### src/inc/ccc_pkg.sv
// Shared constants and types of the calendar clock control block
package ccc_pkg;
   // Register bus
   localparam int         ADDR_W = 8;
   localparam int         DATA_W = 32;
   localparam logic [7:0] OFF_CTRL  = 8'h00;
   localparam logic [7:0] OFF_TIME  = 8'h04;
   localparam logic [7:0] OFF_ISTAT = 8'h08;
   localparam logic [7:0] OFF_IMASK = 8'h0C;
   localparam logic [7:0] OFF_ALARM = 8'h10;
   // Control register fields
   localparam int ON_BIT     = 15;
   localparam int CLKSEL_LSB = 9;
   localparam int OUTSEL_LSB = 7;
   localparam int RUN_BIT    = 6;
   localparam int WREN_BIT   = 3;
   localparam int SYNC_BIT   = 2;
   localparam int HALF_BIT   = 1;
   localparam int OE_BIT     = 0;
   // Time and alarm fields
   localparam int SEC_LSB    = 8;
   localparam int SEC_W      = 7;
   localparam int ALM_EN_BIT = 15;
   // Codes
   localparam logic [1:0] CLKSEL_INTERNAL_LOW_POWER_OSCILLATOR  = 2'h0;
   localparam logic [1:0] CLKSEL_SECONDARY_CRYSTAL_OSCILLATOR  = 2'h1;
   localparam logic [1:0] OUTSEL_ALARM = 2'h0;
   localparam logic [1:0] OUTSEL_SECS  = 2'h1;
   localparam logic [1:0] OUTSEL_RAW   = 2'h2;
   // Interrupt status bits
   localparam int INT_W     = 2;
   localparam int INT_ALARM = 0;
   localparam int INT_SEC   = 1;
   // Oscillator rates and prescaler
   localparam int          SECONDARY_CRYSTAL_OSCILLATOR_HZ   = 32768;
   localparam int          INTERNAL_LOW_POWER_OSCILLATOR_HZ   = 32000;
   localparam int          PRE_W     = 15;
   localparam logic [14:0] SECONDARY_CRYSTAL_OSCILLATOR_LAST = 15'(SECONDARY_CRYSTAL_OSCILLATOR_HZ - 1);
   localparam logic [14:0] INTERNAL_LOW_POWER_OSCILLATOR_LAST = 15'(INTERNAL_LOW_POWER_OSCILLATOR_HZ - 1);
   localparam logic [14:0] SYNC_LEAD = 15'h0020;
   // Clock loss window
   localparam int          SYS_CLK_MHZ = 25;
   localparam int          LOSS_US     = 100;
   localparam int          LOSS_CYC    = LOSS_US * SYS_CLK_MHZ;
   localparam int          IDLE_W      = 12;
   localparam logic [11:0] LOSS_CNT    = 12'(LOSS_CYC);
   // Reset values
   localparam logic [6:0]  SEC_RST = 7'h00;
   localparam logic [15:0] ALM_RST = 16'h0000;

   typedef struct packed {
      logic        wr;
      logic        rd;
      logic [7:0]  addr;
      logic [31:0] wdata;
   } ccc_bus_s;

   typedef struct packed {
      logic       on;
      logic [1:0] clk_sel;
      logic [1:0] out_sel;
      logic       wren;
      logic       oe;
   } ccc_ctrl_s;

   localparam ccc_ctrl_s CTRL_RST = '{1'b0, 2'h0, 2'h0, 1'b0, 1'b0};
endpackage

### src/hdl/ccc_prescaler.sv
// Oscillator select, second prescaler, status flags and loss detect
`timescale 1ns/10ps
module ccc_prescaler (
   input  wire logic       clk_i,
   input  wire logic       rst_i,
   input  wire logic       restart_i,
   input  wire logic       run_i,
   input  wire logic [1:0] clk_sel_i,
   input  wire logic       secondary_crystal_oscillator_i,
   input  wire logic       internal_low_power_oscillator_i,
   output logic            raw_o,
   output logic            tick_o,
   output logic            half_o,
   output logic            sync_o,
   output logic            running_o
);
   import ccc_pkg::*;

   logic              prev_ff, nxt_prev, tick_ff, nxt_tick, valid, edge_w;
   logic [PRE_W-1:0]  count_ff, nxt_count, last;
   logic [IDLE_W-1:0] idle_ff, nxt_idle;

   // Source choice, wrap point and counting
   always_comb
   begin
      raw_o = 1'b0;
      last  = SECONDARY_CRYSTAL_OSCILLATOR_LAST;
      valid = 1'b0;
      if (clk_sel_i == CLKSEL_SECONDARY_CRYSTAL_OSCILLATOR)
      begin
         raw_o = secondary_crystal_oscillator_i;
         valid = 1'b1;
      end
      else if (clk_sel_i == CLKSEL_INTERNAL_LOW_POWER_OSCILLATOR)
      begin
         raw_o = internal_low_power_oscillator_i;
         last  = INTERNAL_LOW_POWER_OSCILLATOR_LAST;
         valid = 1'b1;
      end
      edge_w    = raw_o & ~prev_ff;
      nxt_prev  = raw_o;
      nxt_tick  = 1'b0;
      nxt_count = count_ff;
      if (restart_i)
         nxt_count = '0;
      else if (run_i && edge_w)
      begin
         if (count_ff >= last)
         begin
            nxt_count = '0;
            nxt_tick  = 1'b1;
         end
         else
            nxt_count = count_ff + 15'h0001;
      end
      // Idle time saturates so a dead oscillator reads as stopped
      nxt_idle = idle_ff;
      if (edge_w)
         nxt_idle = '0;
      else if (idle_ff != LOSS_CNT)
         nxt_idle = idle_ff + 12'h001;
   end

   always_ff @(posedge clk_i or posedge rst_i)
   begin
      if (rst_i)
      begin
         prev_ff  <= 1'b0;
         tick_ff  <= 1'b0;
         count_ff <= '0;
         idle_ff  <= LOSS_CNT;
      end
      else
      begin
         prev_ff  <= nxt_prev;
         tick_ff  <= nxt_tick;
         count_ff <= nxt_count;
         idle_ff  <= nxt_idle;
      end
   end

   // Flags seen by software
   assign tick_o    = tick_ff;
   assign half_o    = count_ff > (last >> 1);
   assign sync_o    = run_i & (count_ff >= last - SYNC_LEAD);
   assign running_o = valid & (idle_ff != LOSS_CNT);
endmodule

### src/hdl/ccc_secs.sv
// Two-digit decimal seconds counter with load
`timescale 1ns/10ps
module ccc_secs (
   input  wire logic                      clk_i,
   input  wire logic                      rst_i,
   input  wire logic                      clear_i,
   input  wire logic                      load_i,
   input  wire logic [ccc_pkg::SEC_W-1:0] load_val_i,
   input  wire logic                      tick_i,
   output logic      [ccc_pkg::SEC_W-1:0] secs_o
);
   import ccc_pkg::*;

   logic [SEC_W-1:0] secs_ff, nxt_secs;

   // Units wrap at nine, tens at five
   always_comb
   begin
      nxt_secs = secs_ff;
      if (clear_i)
         nxt_secs = SEC_RST;
      else if (load_i)
         nxt_secs = load_val_i;
      else if (tick_i)
      begin
         if (secs_ff[3:0] != 4'h9)
            nxt_secs[3:0] = secs_ff[3:0] + 4'h1;
         else
         begin
            nxt_secs[3:0] = 4'h0;
            if (secs_ff[6:4] == 3'h5)
               nxt_secs[6:4] = 3'h0;
            else
               nxt_secs[6:4] = secs_ff[6:4] + 3'h1;
         end
      end
   end

   always_ff @(posedge clk_i or posedge rst_i)
   begin
      if (rst_i)
         secs_ff <= SEC_RST;
      else
         secs_ff <= nxt_secs;
   end

   assign secs_o = secs_ff;
endmodule

### src/hdl/ccc_top.sv
// Calendar clock control: registers, alarm, output pin and interrupt
//
// What this block does
// - Source code 01 picks the crystal oscillator, 00 the internal one.
// - Output code 10 routes the raw clock and 01 the seconds clock.
// - Output code 00 puts a pulse on the pin at each alarm.
// - The pin stays inactive unless the output enable bit is set.
// - The running flag shows whether the chosen clock is toggling.
// - Time writes land only while the write enable bit is set.
// - The write enable bit sets only while the system unlock is open.
// - The module enable changes only while write enable is set.
// - The sync flag is high while a rollover ripple is near.
// - The half second flag is high in the second half of each second.
// - Any write to the time register clears the half second flag.
// - Control returns to reset values only on power-on reset.
`timescale 1ns/10ps
module ccc_top (
   input  wire logic                       clk_i,
   input  wire logic                       rst_i,
   input  wire logic                       sys_rst_i,
   input  wire logic                       sys_unlock_i,
   input  wire logic                       secondary_crystal_oscillator_i,
   input  wire logic                       internal_low_power_oscillator_i,
   input  wire ccc_pkg::ccc_bus_s          bus_i,
   output logic      [ccc_pkg::DATA_W-1:0] rdata_o,
   output logic                            pin_o,
   output logic                            pin_oe_o,
   output logic                            alarm_o,
   output logic                            irq_o
);
   import ccc_pkg::*;

   // Address match of a strobed access
   function automatic logic hit(input logic stb, input logic [7:0] a,
                                input logic [7:0] off);
      hit = stb && (a == off);
   endfunction

   ccc_ctrl_s         ctrl_ff, nxt_ctrl;
   logic [DATA_W-1:0] rdata_ff, nxt_rdata;
   logic [INT_W-1:0]  stat_ff, nxt_stat, mask_ff, nxt_mask, evt;
   logic [15:0]       alarm_ff, nxt_alarm;
   logic              pulse_ff, nxt_pulse, pin_ff, nxt_pin;
   logic              tick_d_ff, nxt_tick_d;
   logic              raw, sec_tick, half, sync, running, sel_sig;
   logic              ctl_wr, time_wr, time_ld, alarm_evt;
   logic [SEC_W-1:0]  secs;

   // Decoded writes
   assign ctl_wr  = hit(bus_i.wr, bus_i.addr, OFF_CTRL);
   assign time_wr = hit(bus_i.wr, bus_i.addr, OFF_TIME);
   assign time_ld = time_wr && ctrl_ff.wren;

   // Any time write restarts the prescaler, so the second starts afresh
   ccc_prescaler u_pre (
      .clk_i     (clk_i),
      .rst_i     (rst_i),
      .restart_i (time_wr || sys_rst_i),
      .run_i     (ctrl_ff.on),
      .clk_sel_i (ctrl_ff.clk_sel),
      .secondary_crystal_oscillator_i    (secondary_crystal_oscillator_i),
      .internal_low_power_oscillator_i    (internal_low_power_oscillator_i),
      .raw_o     (raw),
      .tick_o    (sec_tick),
      .half_o    (half),
      .sync_o    (sync),
      .running_o (running)
   );

   ccc_secs u_secs (
      .clk_i      (clk_i),
      .rst_i      (rst_i),
      .clear_i    (sys_rst_i),
      .load_i     (time_ld),
      .load_val_i (bus_i.wdata[SEC_LSB +: SEC_W]),
      .tick_i     (sec_tick),
      .secs_o     (secs)
   );

   // Control register, kept through system resets
   always_comb
   begin
      nxt_ctrl = ctrl_ff;
      if (ctl_wr)
      begin
         nxt_ctrl.clk_sel = bus_i.wdata[CLKSEL_LSB +: 2];
         nxt_ctrl.out_sel = bus_i.wdata[OUTSEL_LSB +: 2];
         nxt_ctrl.oe      = bus_i.wdata[OE_BIT];
         // Clearing is always allowed; setting needs the unlock
         if (!bus_i.wdata[WREN_BIT])
            nxt_ctrl.wren = 1'b0;
         else if (sys_unlock_i)
            nxt_ctrl.wren = 1'b1;
         // Old write enable value guards the enable bit
         if (ctrl_ff.wren)
            nxt_ctrl.on = bus_i.wdata[ON_BIT];
      end
   end

   // Only power-on reset touches control
   always_ff @(posedge clk_i or posedge rst_i)
   begin
      if (rst_i)
         ctrl_ff <= CTRL_RST;
      else
         ctrl_ff <= nxt_ctrl;
   end

   // Alarm match is checked the cycle after the seconds step
   assign alarm_evt = tick_d_ff && alarm_ff[ALM_EN_BIT]
                      && (secs == alarm_ff[SEC_LSB +: SEC_W]);
   assign evt = {tick_d_ff, alarm_evt};

   // Alarm setting, interrupt flags, alarm pulse and pin
   always_comb
   begin
      nxt_tick_d = sec_tick;
      nxt_alarm  = alarm_ff;
      nxt_mask   = mask_ff;
      nxt_stat   = stat_ff;
      nxt_pulse  = pulse_ff;
      if (hit(bus_i.wr, bus_i.addr, OFF_ALARM))
      begin
         nxt_alarm = ALM_RST;
         nxt_alarm[ALM_EN_BIT] = bus_i.wdata[ALM_EN_BIT];
         nxt_alarm[SEC_LSB +: SEC_W] = bus_i.wdata[SEC_LSB +: SEC_W];
      end
      if (hit(bus_i.wr, bus_i.addr, OFF_IMASK))
         nxt_mask = bus_i.wdata[INT_W-1:0];
      // Write one to clear, a new event in the same cycle wins
      if (hit(bus_i.wr, bus_i.addr, OFF_ISTAT))
         nxt_stat = stat_ff & ~bus_i.wdata[INT_W-1:0];
      nxt_stat = nxt_stat | evt;
      // Pulse lasts until the half second point
      if (half)
         nxt_pulse = 1'b0;
      if (alarm_evt)
         nxt_pulse = 1'b1;
      if (sys_rst_i)
      begin
         nxt_alarm = ALM_RST;
         nxt_mask  = '0;
         nxt_stat  = '0;
         nxt_pulse = 1'b0;
      end
   end

   // Pin source; reserved code drives low
   always_comb
   begin
      unique case (ctrl_ff.out_sel)
         OUTSEL_ALARM: sel_sig = pulse_ff;
         OUTSEL_SECS:  sel_sig = ~half;
         OUTSEL_RAW:   sel_sig = raw;
         default:      sel_sig = 1'b0;
      endcase
      nxt_pin = ctrl_ff.oe && sel_sig;
   end

   always_ff @(posedge clk_i or posedge rst_i)
   begin
      if (rst_i)
      begin
         tick_d_ff <= 1'b0;
         alarm_ff  <= ALM_RST;
         mask_ff   <= '0;
         stat_ff   <= '0;
         pulse_ff  <= 1'b0;
         pin_ff    <= 1'b0;
      end
      else
      begin
         tick_d_ff <= nxt_tick_d;
         alarm_ff  <= nxt_alarm;
         mask_ff   <= nxt_mask;
         stat_ff   <= nxt_stat;
         pulse_ff  <= nxt_pulse;
         pin_ff    <= nxt_pin;
      end
   end

   // Read data, held for one cycle only
   always_comb
   begin
      // Unused control bits have no storage, so they read as zero
      nxt_rdata = '0;
      if (bus_i.rd)
      begin
         unique case (bus_i.addr)
            OFF_CTRL:
            begin
               nxt_rdata[ON_BIT]            = ctrl_ff.on;
               nxt_rdata[CLKSEL_LSB +: 2]   = ctrl_ff.clk_sel;
               nxt_rdata[OUTSEL_LSB +: 2]   = ctrl_ff.out_sel;
               nxt_rdata[RUN_BIT]           = running;
               nxt_rdata[WREN_BIT]          = ctrl_ff.wren;
               nxt_rdata[SYNC_BIT]          = sync;
               nxt_rdata[HALF_BIT]          = half;
               nxt_rdata[OE_BIT]            = ctrl_ff.oe;
            end
            OFF_TIME:  nxt_rdata[SEC_LSB +: SEC_W] = secs;
            OFF_ISTAT: nxt_rdata[INT_W-1:0] = stat_ff;
            OFF_IMASK: nxt_rdata[INT_W-1:0] = mask_ff;
            OFF_ALARM: nxt_rdata[15:0] = alarm_ff;
            default:   nxt_rdata = '0;
         endcase
      end
   end

   always_ff @(posedge clk_i or posedge rst_i)
   begin
      if (rst_i)
         rdata_ff <= '0;
      else
         rdata_ff <= nxt_rdata;
   end

   // Outputs
   assign rdata_o  = rdata_ff;
   assign pin_o    = pin_ff;
   assign pin_oe_o = ctrl_ff.oe;
   assign alarm_o  = pulse_ff;
   assign irq_o    = |(stat_ff & mask_ff);
endmodule

### config.mk
export PLATFORM = sky130hd
export DESIGN_NAME = ccc_top
export DESIGN_NICKNAME = d
export VERILOG_FILES = /design/src/inc/ccc_pkg.sv /design/src/hdl/ccc_prescaler.sv /design/src/hdl/ccc_secs.sv /design/src/hdl/ccc_top.sv
export SDC_FILE = /design/constraint.sdc
export NUM_CORES = 1
export LEC_CHECK = 0
export ABC_AREA = 1
export BUFFER_PORTS_ARGS = -buffer_cell sky130_fd_sc_hd__buf_2
export CELL_PAD_IN_SITES_DETAIL_PLACEMENT = 1
export CELL_PAD_IN_SITES_GLOBAL_PLACEMENT = 1
export CORE_MARGIN = 8
export CORE_UTILIZATION = 37
export DETAILED_ROUTE_END_ITERATION = 10
export GPL_ROUTABILITY_DRIVEN = 0
export PLACE_DENSITY = 0.79
export SYNTH_ARGS = -nofsm -noshare
export SYNTH_HDL_FRONTEND = slang
export SYNTH_HIERARCHICAL = 1
export SYNTH_SLANG_ARGS = --single-unit
### constraint.sdc
create_clock -name clk_i -period 1.73 [get_ports clk_i]
set_input_delay 0.4325 -clock clk_i [delete_from_list [all_inputs] [get_ports clk_i]]
set_output_delay 0.4325 -clock clk_i [all_outputs]
set_load 0.01 [all_outputs]
==> impl_results.md <==
- Simple-Gate Fraction of Synth Area: 31.74%
- Peak supply drop: approximately 0.00047 V
- Compound-gate portion of the synthesized area: 10.18%
- Fmax: 619.2 MHz
- Synth Flop Type: dfrtp_1
- Cells after Synth: 570
- Via count: a little under 4,000
- Layout Nets: 710
- Post-synthesis async set-or-reset flop share: 100.0%
- Syn avg cell area: 7.400 sq um
- Share of post-route cells with drive strength above 1: 24.70%
- Final Max Slew Viols: 0
- Drt first pass iters: 4
- Total power: around 4.5 mW
- Fin crit share: 93.35%
- CTS tree: yes
- Drt wl/cell: approximately 16 um
- Largest buffer count on any clock path: 2
- Setup CP Type: flop to flop
- Antenna-violating nets left: 0
- Seq/Total Area, Yosys: 42.87%
- Global-route wire length before repair: 21,610 um
- Outcome: finished, final reports clean
- Pin count of the biggest net entering global routing: 37
- Initial Utilization: around 37%
- Post-Synth Adder-Cell Area: 0.8899%
- #FFs+latches synth: between 70 and 80
- Synth area leader: dfrtp_1
- Class of the worst hold path: primary input to async pin
- DIE WIDTH: 122.8 um
- EDFF count, synth: 0
- Synth cell types: 43
- WP data required: roughly 2000 ps
- Vias in the first global route: 4,346
- Place WS: -192.6 ps
- Number of core rows: 39
- Inserted Diodes: 0
- Max Clock Skew: between 8 and 9 ps
- RSZ-0062 raised after global routing: yes
- Maxcap violations: 0
- Overflow after GRT: 0
- Root buf cell: clkbuf_16
- Setup violations, final: 0
- Top cell type's share of synthesized area: 39.75%
- Cell with the most instances after synthesis: nand2_1
- Leakage: about 2.7 nW
- Starting DRT DRC Count: 172
- Largest family of logic cells by synthesized area: simple AND/OR/NAND/NOR gates
- Synthesis-to-finish area growth: 23.97%
- Initial antenna violation count: 0
- TritonCTS Buffers: 9
- Final HPWL from detailed placement: approximately 10000 um
- GRT Total Usage: 18.13%
- Synth cell count leaders: nand2_1 (138), inv_1 (90), dfrtp_1 (67)
- Netlist Area Pre-Place: 0.004218 sq mm
- Most area-consuming cells after synthesis: dfrtp_1 (40%), nand2_1 (12%), inv_1 (8.0%)
- Crit. End Element: flop
- Worst endpoint data arrival time: 1840 ps
- DIE HEIGHT: 122.8 um
- CTS H-tree lvls: 3
- Yosys warns: 6
- Port Buffers: 45
- Filler Cells Inserted: 1,431
- DRC: 0
- Via density: approximately 5
- Critical path launch point type: flop
- Setup ws final: around 120 ps
- Core area: 0.01127 sq mm
- WL final: 12,860 um
- Post-synthesis xor/xnor area fraction: 1.246%
- Die area: about 0.015 sq mm
- CTS clk-pin slew, worst paths: 60 ps
- I/O Pins: 84
- Final hold violations: 0
- Power per Cell Area: 858.2 mW/mm^2
- CP Max Fanout: 7
- Sink Count: between 70 and 80
- Mux share of post-synthesis cell area: 0%
- Post-route minimum period: 1615 ps
- Skew-Pair Late Insertion Delay: ~340 ps
-- repair_timing --
item / CTS / global route
resized for setup: 0 / 12
hold buffers: 0 / 0
setup endpoints to repair: 0 / 15
buffers inserted: 0 / 2
-- worst max-delay path, stage by stage (launching register included) --
cell and delay [ps]:
dfrtp_2 430, inv_1 80, nand2_1 50, nand2_1 80, nand4_1 220, nand2_4 200, buf_4 130, nand3_2 70
o21ai_1 170, nor2_2 50
-- routing by layer --
metal,vias up,routed length (um),track usage (%)
met4,0,189,6.550
li1,1939,-,-
met2,55,6892,33.33
met5,-,0,0
met1,1953,5434,20.71
met3,14,342,2.852
-- area by class of cell --
cell class | count | area [sq um] | area share (%)
clock inverters | 5 | 102.6 | 1.962
inverters | 94 | 354.1 | 6.772
well taps | 143 | 178.9 | 3.422
flip-flops and latches | 72 | 1809 | 34.60
repair buffers | 85 | 538.0 | 10.29
multi-input cells | 397 | 1993 | 38.12
clock buffers | 11 | 252.7 | 4.834
-- sequential cells by signal, indices dropped and copies added, names as in the netlist --
name            cells
u_secs/secs_o       7
alarm_o             1
u_pre/idle_ff      12
pin_o               1
u_pre/prev_ff       1
alarm_ff            8
u_pre/count_ff     15
tick_d_ff           1
mask_ff             2
rdata_o            14
u_pre/tick_o        1
stat_ff             2
pin_oe_o            1
ctrl_ff             6
-- logic make-up after synthesis --
logic type / after synthesis
buf+inv: 118
fa+ha+maj: 3
flops: 72
other cells: 1
xor+xnor: 6
simple gates: 294
compound gates: 76
-- final timing paths --
| kind | startpoint | to | slack (ps) | cells past startpoint |
|---|---|---|---|---|
| worst max register to register | ctrl_ff[4]$_DFFE_PP0P_ | u_pre/count_ff[9]$_DFFE_PP0P_ | 120 | 9 |
| min in group clk_i | bus_i[13] | alarm_ff[13]$_DFFE_PP0P_ | 350 | 3 |
| worst min-delay path | rst_i | u_secs/secs_o[6]$_DFFE_PP0P_ | 60 | 2 |
| worst max-delay path | ctrl_ff[4]$_DFFE_PP0P_ | u_pre/count_ff[9]$_DFFE_PP0P_ | 120 | 9 |
| worst min register to register | u_pre/tick_o$_DFF_PP0_ | tick_d_ff$_DFF_PP0_ | 400 | 0 |
| max in group asynchronous | rst_i | ctrl_ff[4]$_DFFE_PP0P_ | 1150 | 3 |
-- cell usage in the layout, fill, tap and decap left out, drive strengths merged, types with 5 or more instances in the layout --
cell      n
nor3      7
o21ai    42
nor2     71
buf      85
xor2      5
inv      92
a21oi    22
dfstp     5
nand3    60
conb     18
dfrtp    67
nand2   148
nand4     5
clkbuf   11
-- report_power, final --
group / switching [mW] / internal [mW] / total, mW
Sequential: 0.0780 / 1.75 / 1.83
Combinational: 0.294 / 0.165 / 0.459
Clock: 0.715 / 1.48 / 2.20
Total: 1.09 / 3.40 / 4.49
-- through the flow --
stage                     TNS, ps  instance area [sq um]  hold slack, ps  utilization [%]  cells
final                           0                   5229           56.80            46.39    807
after global routing       -3.184                   5229           79.12            46.39    807
after CTS                       0                   5181           51.87            45.97    805
after detailed placement    -2644                   4826           374.8            42.81    789
after global placement      -1847                   4826           371.9            42.81    789
after floorplan            -2.618                   4322           235.9                -    587
Note: power is estimated with default switching activity, not from simulation.
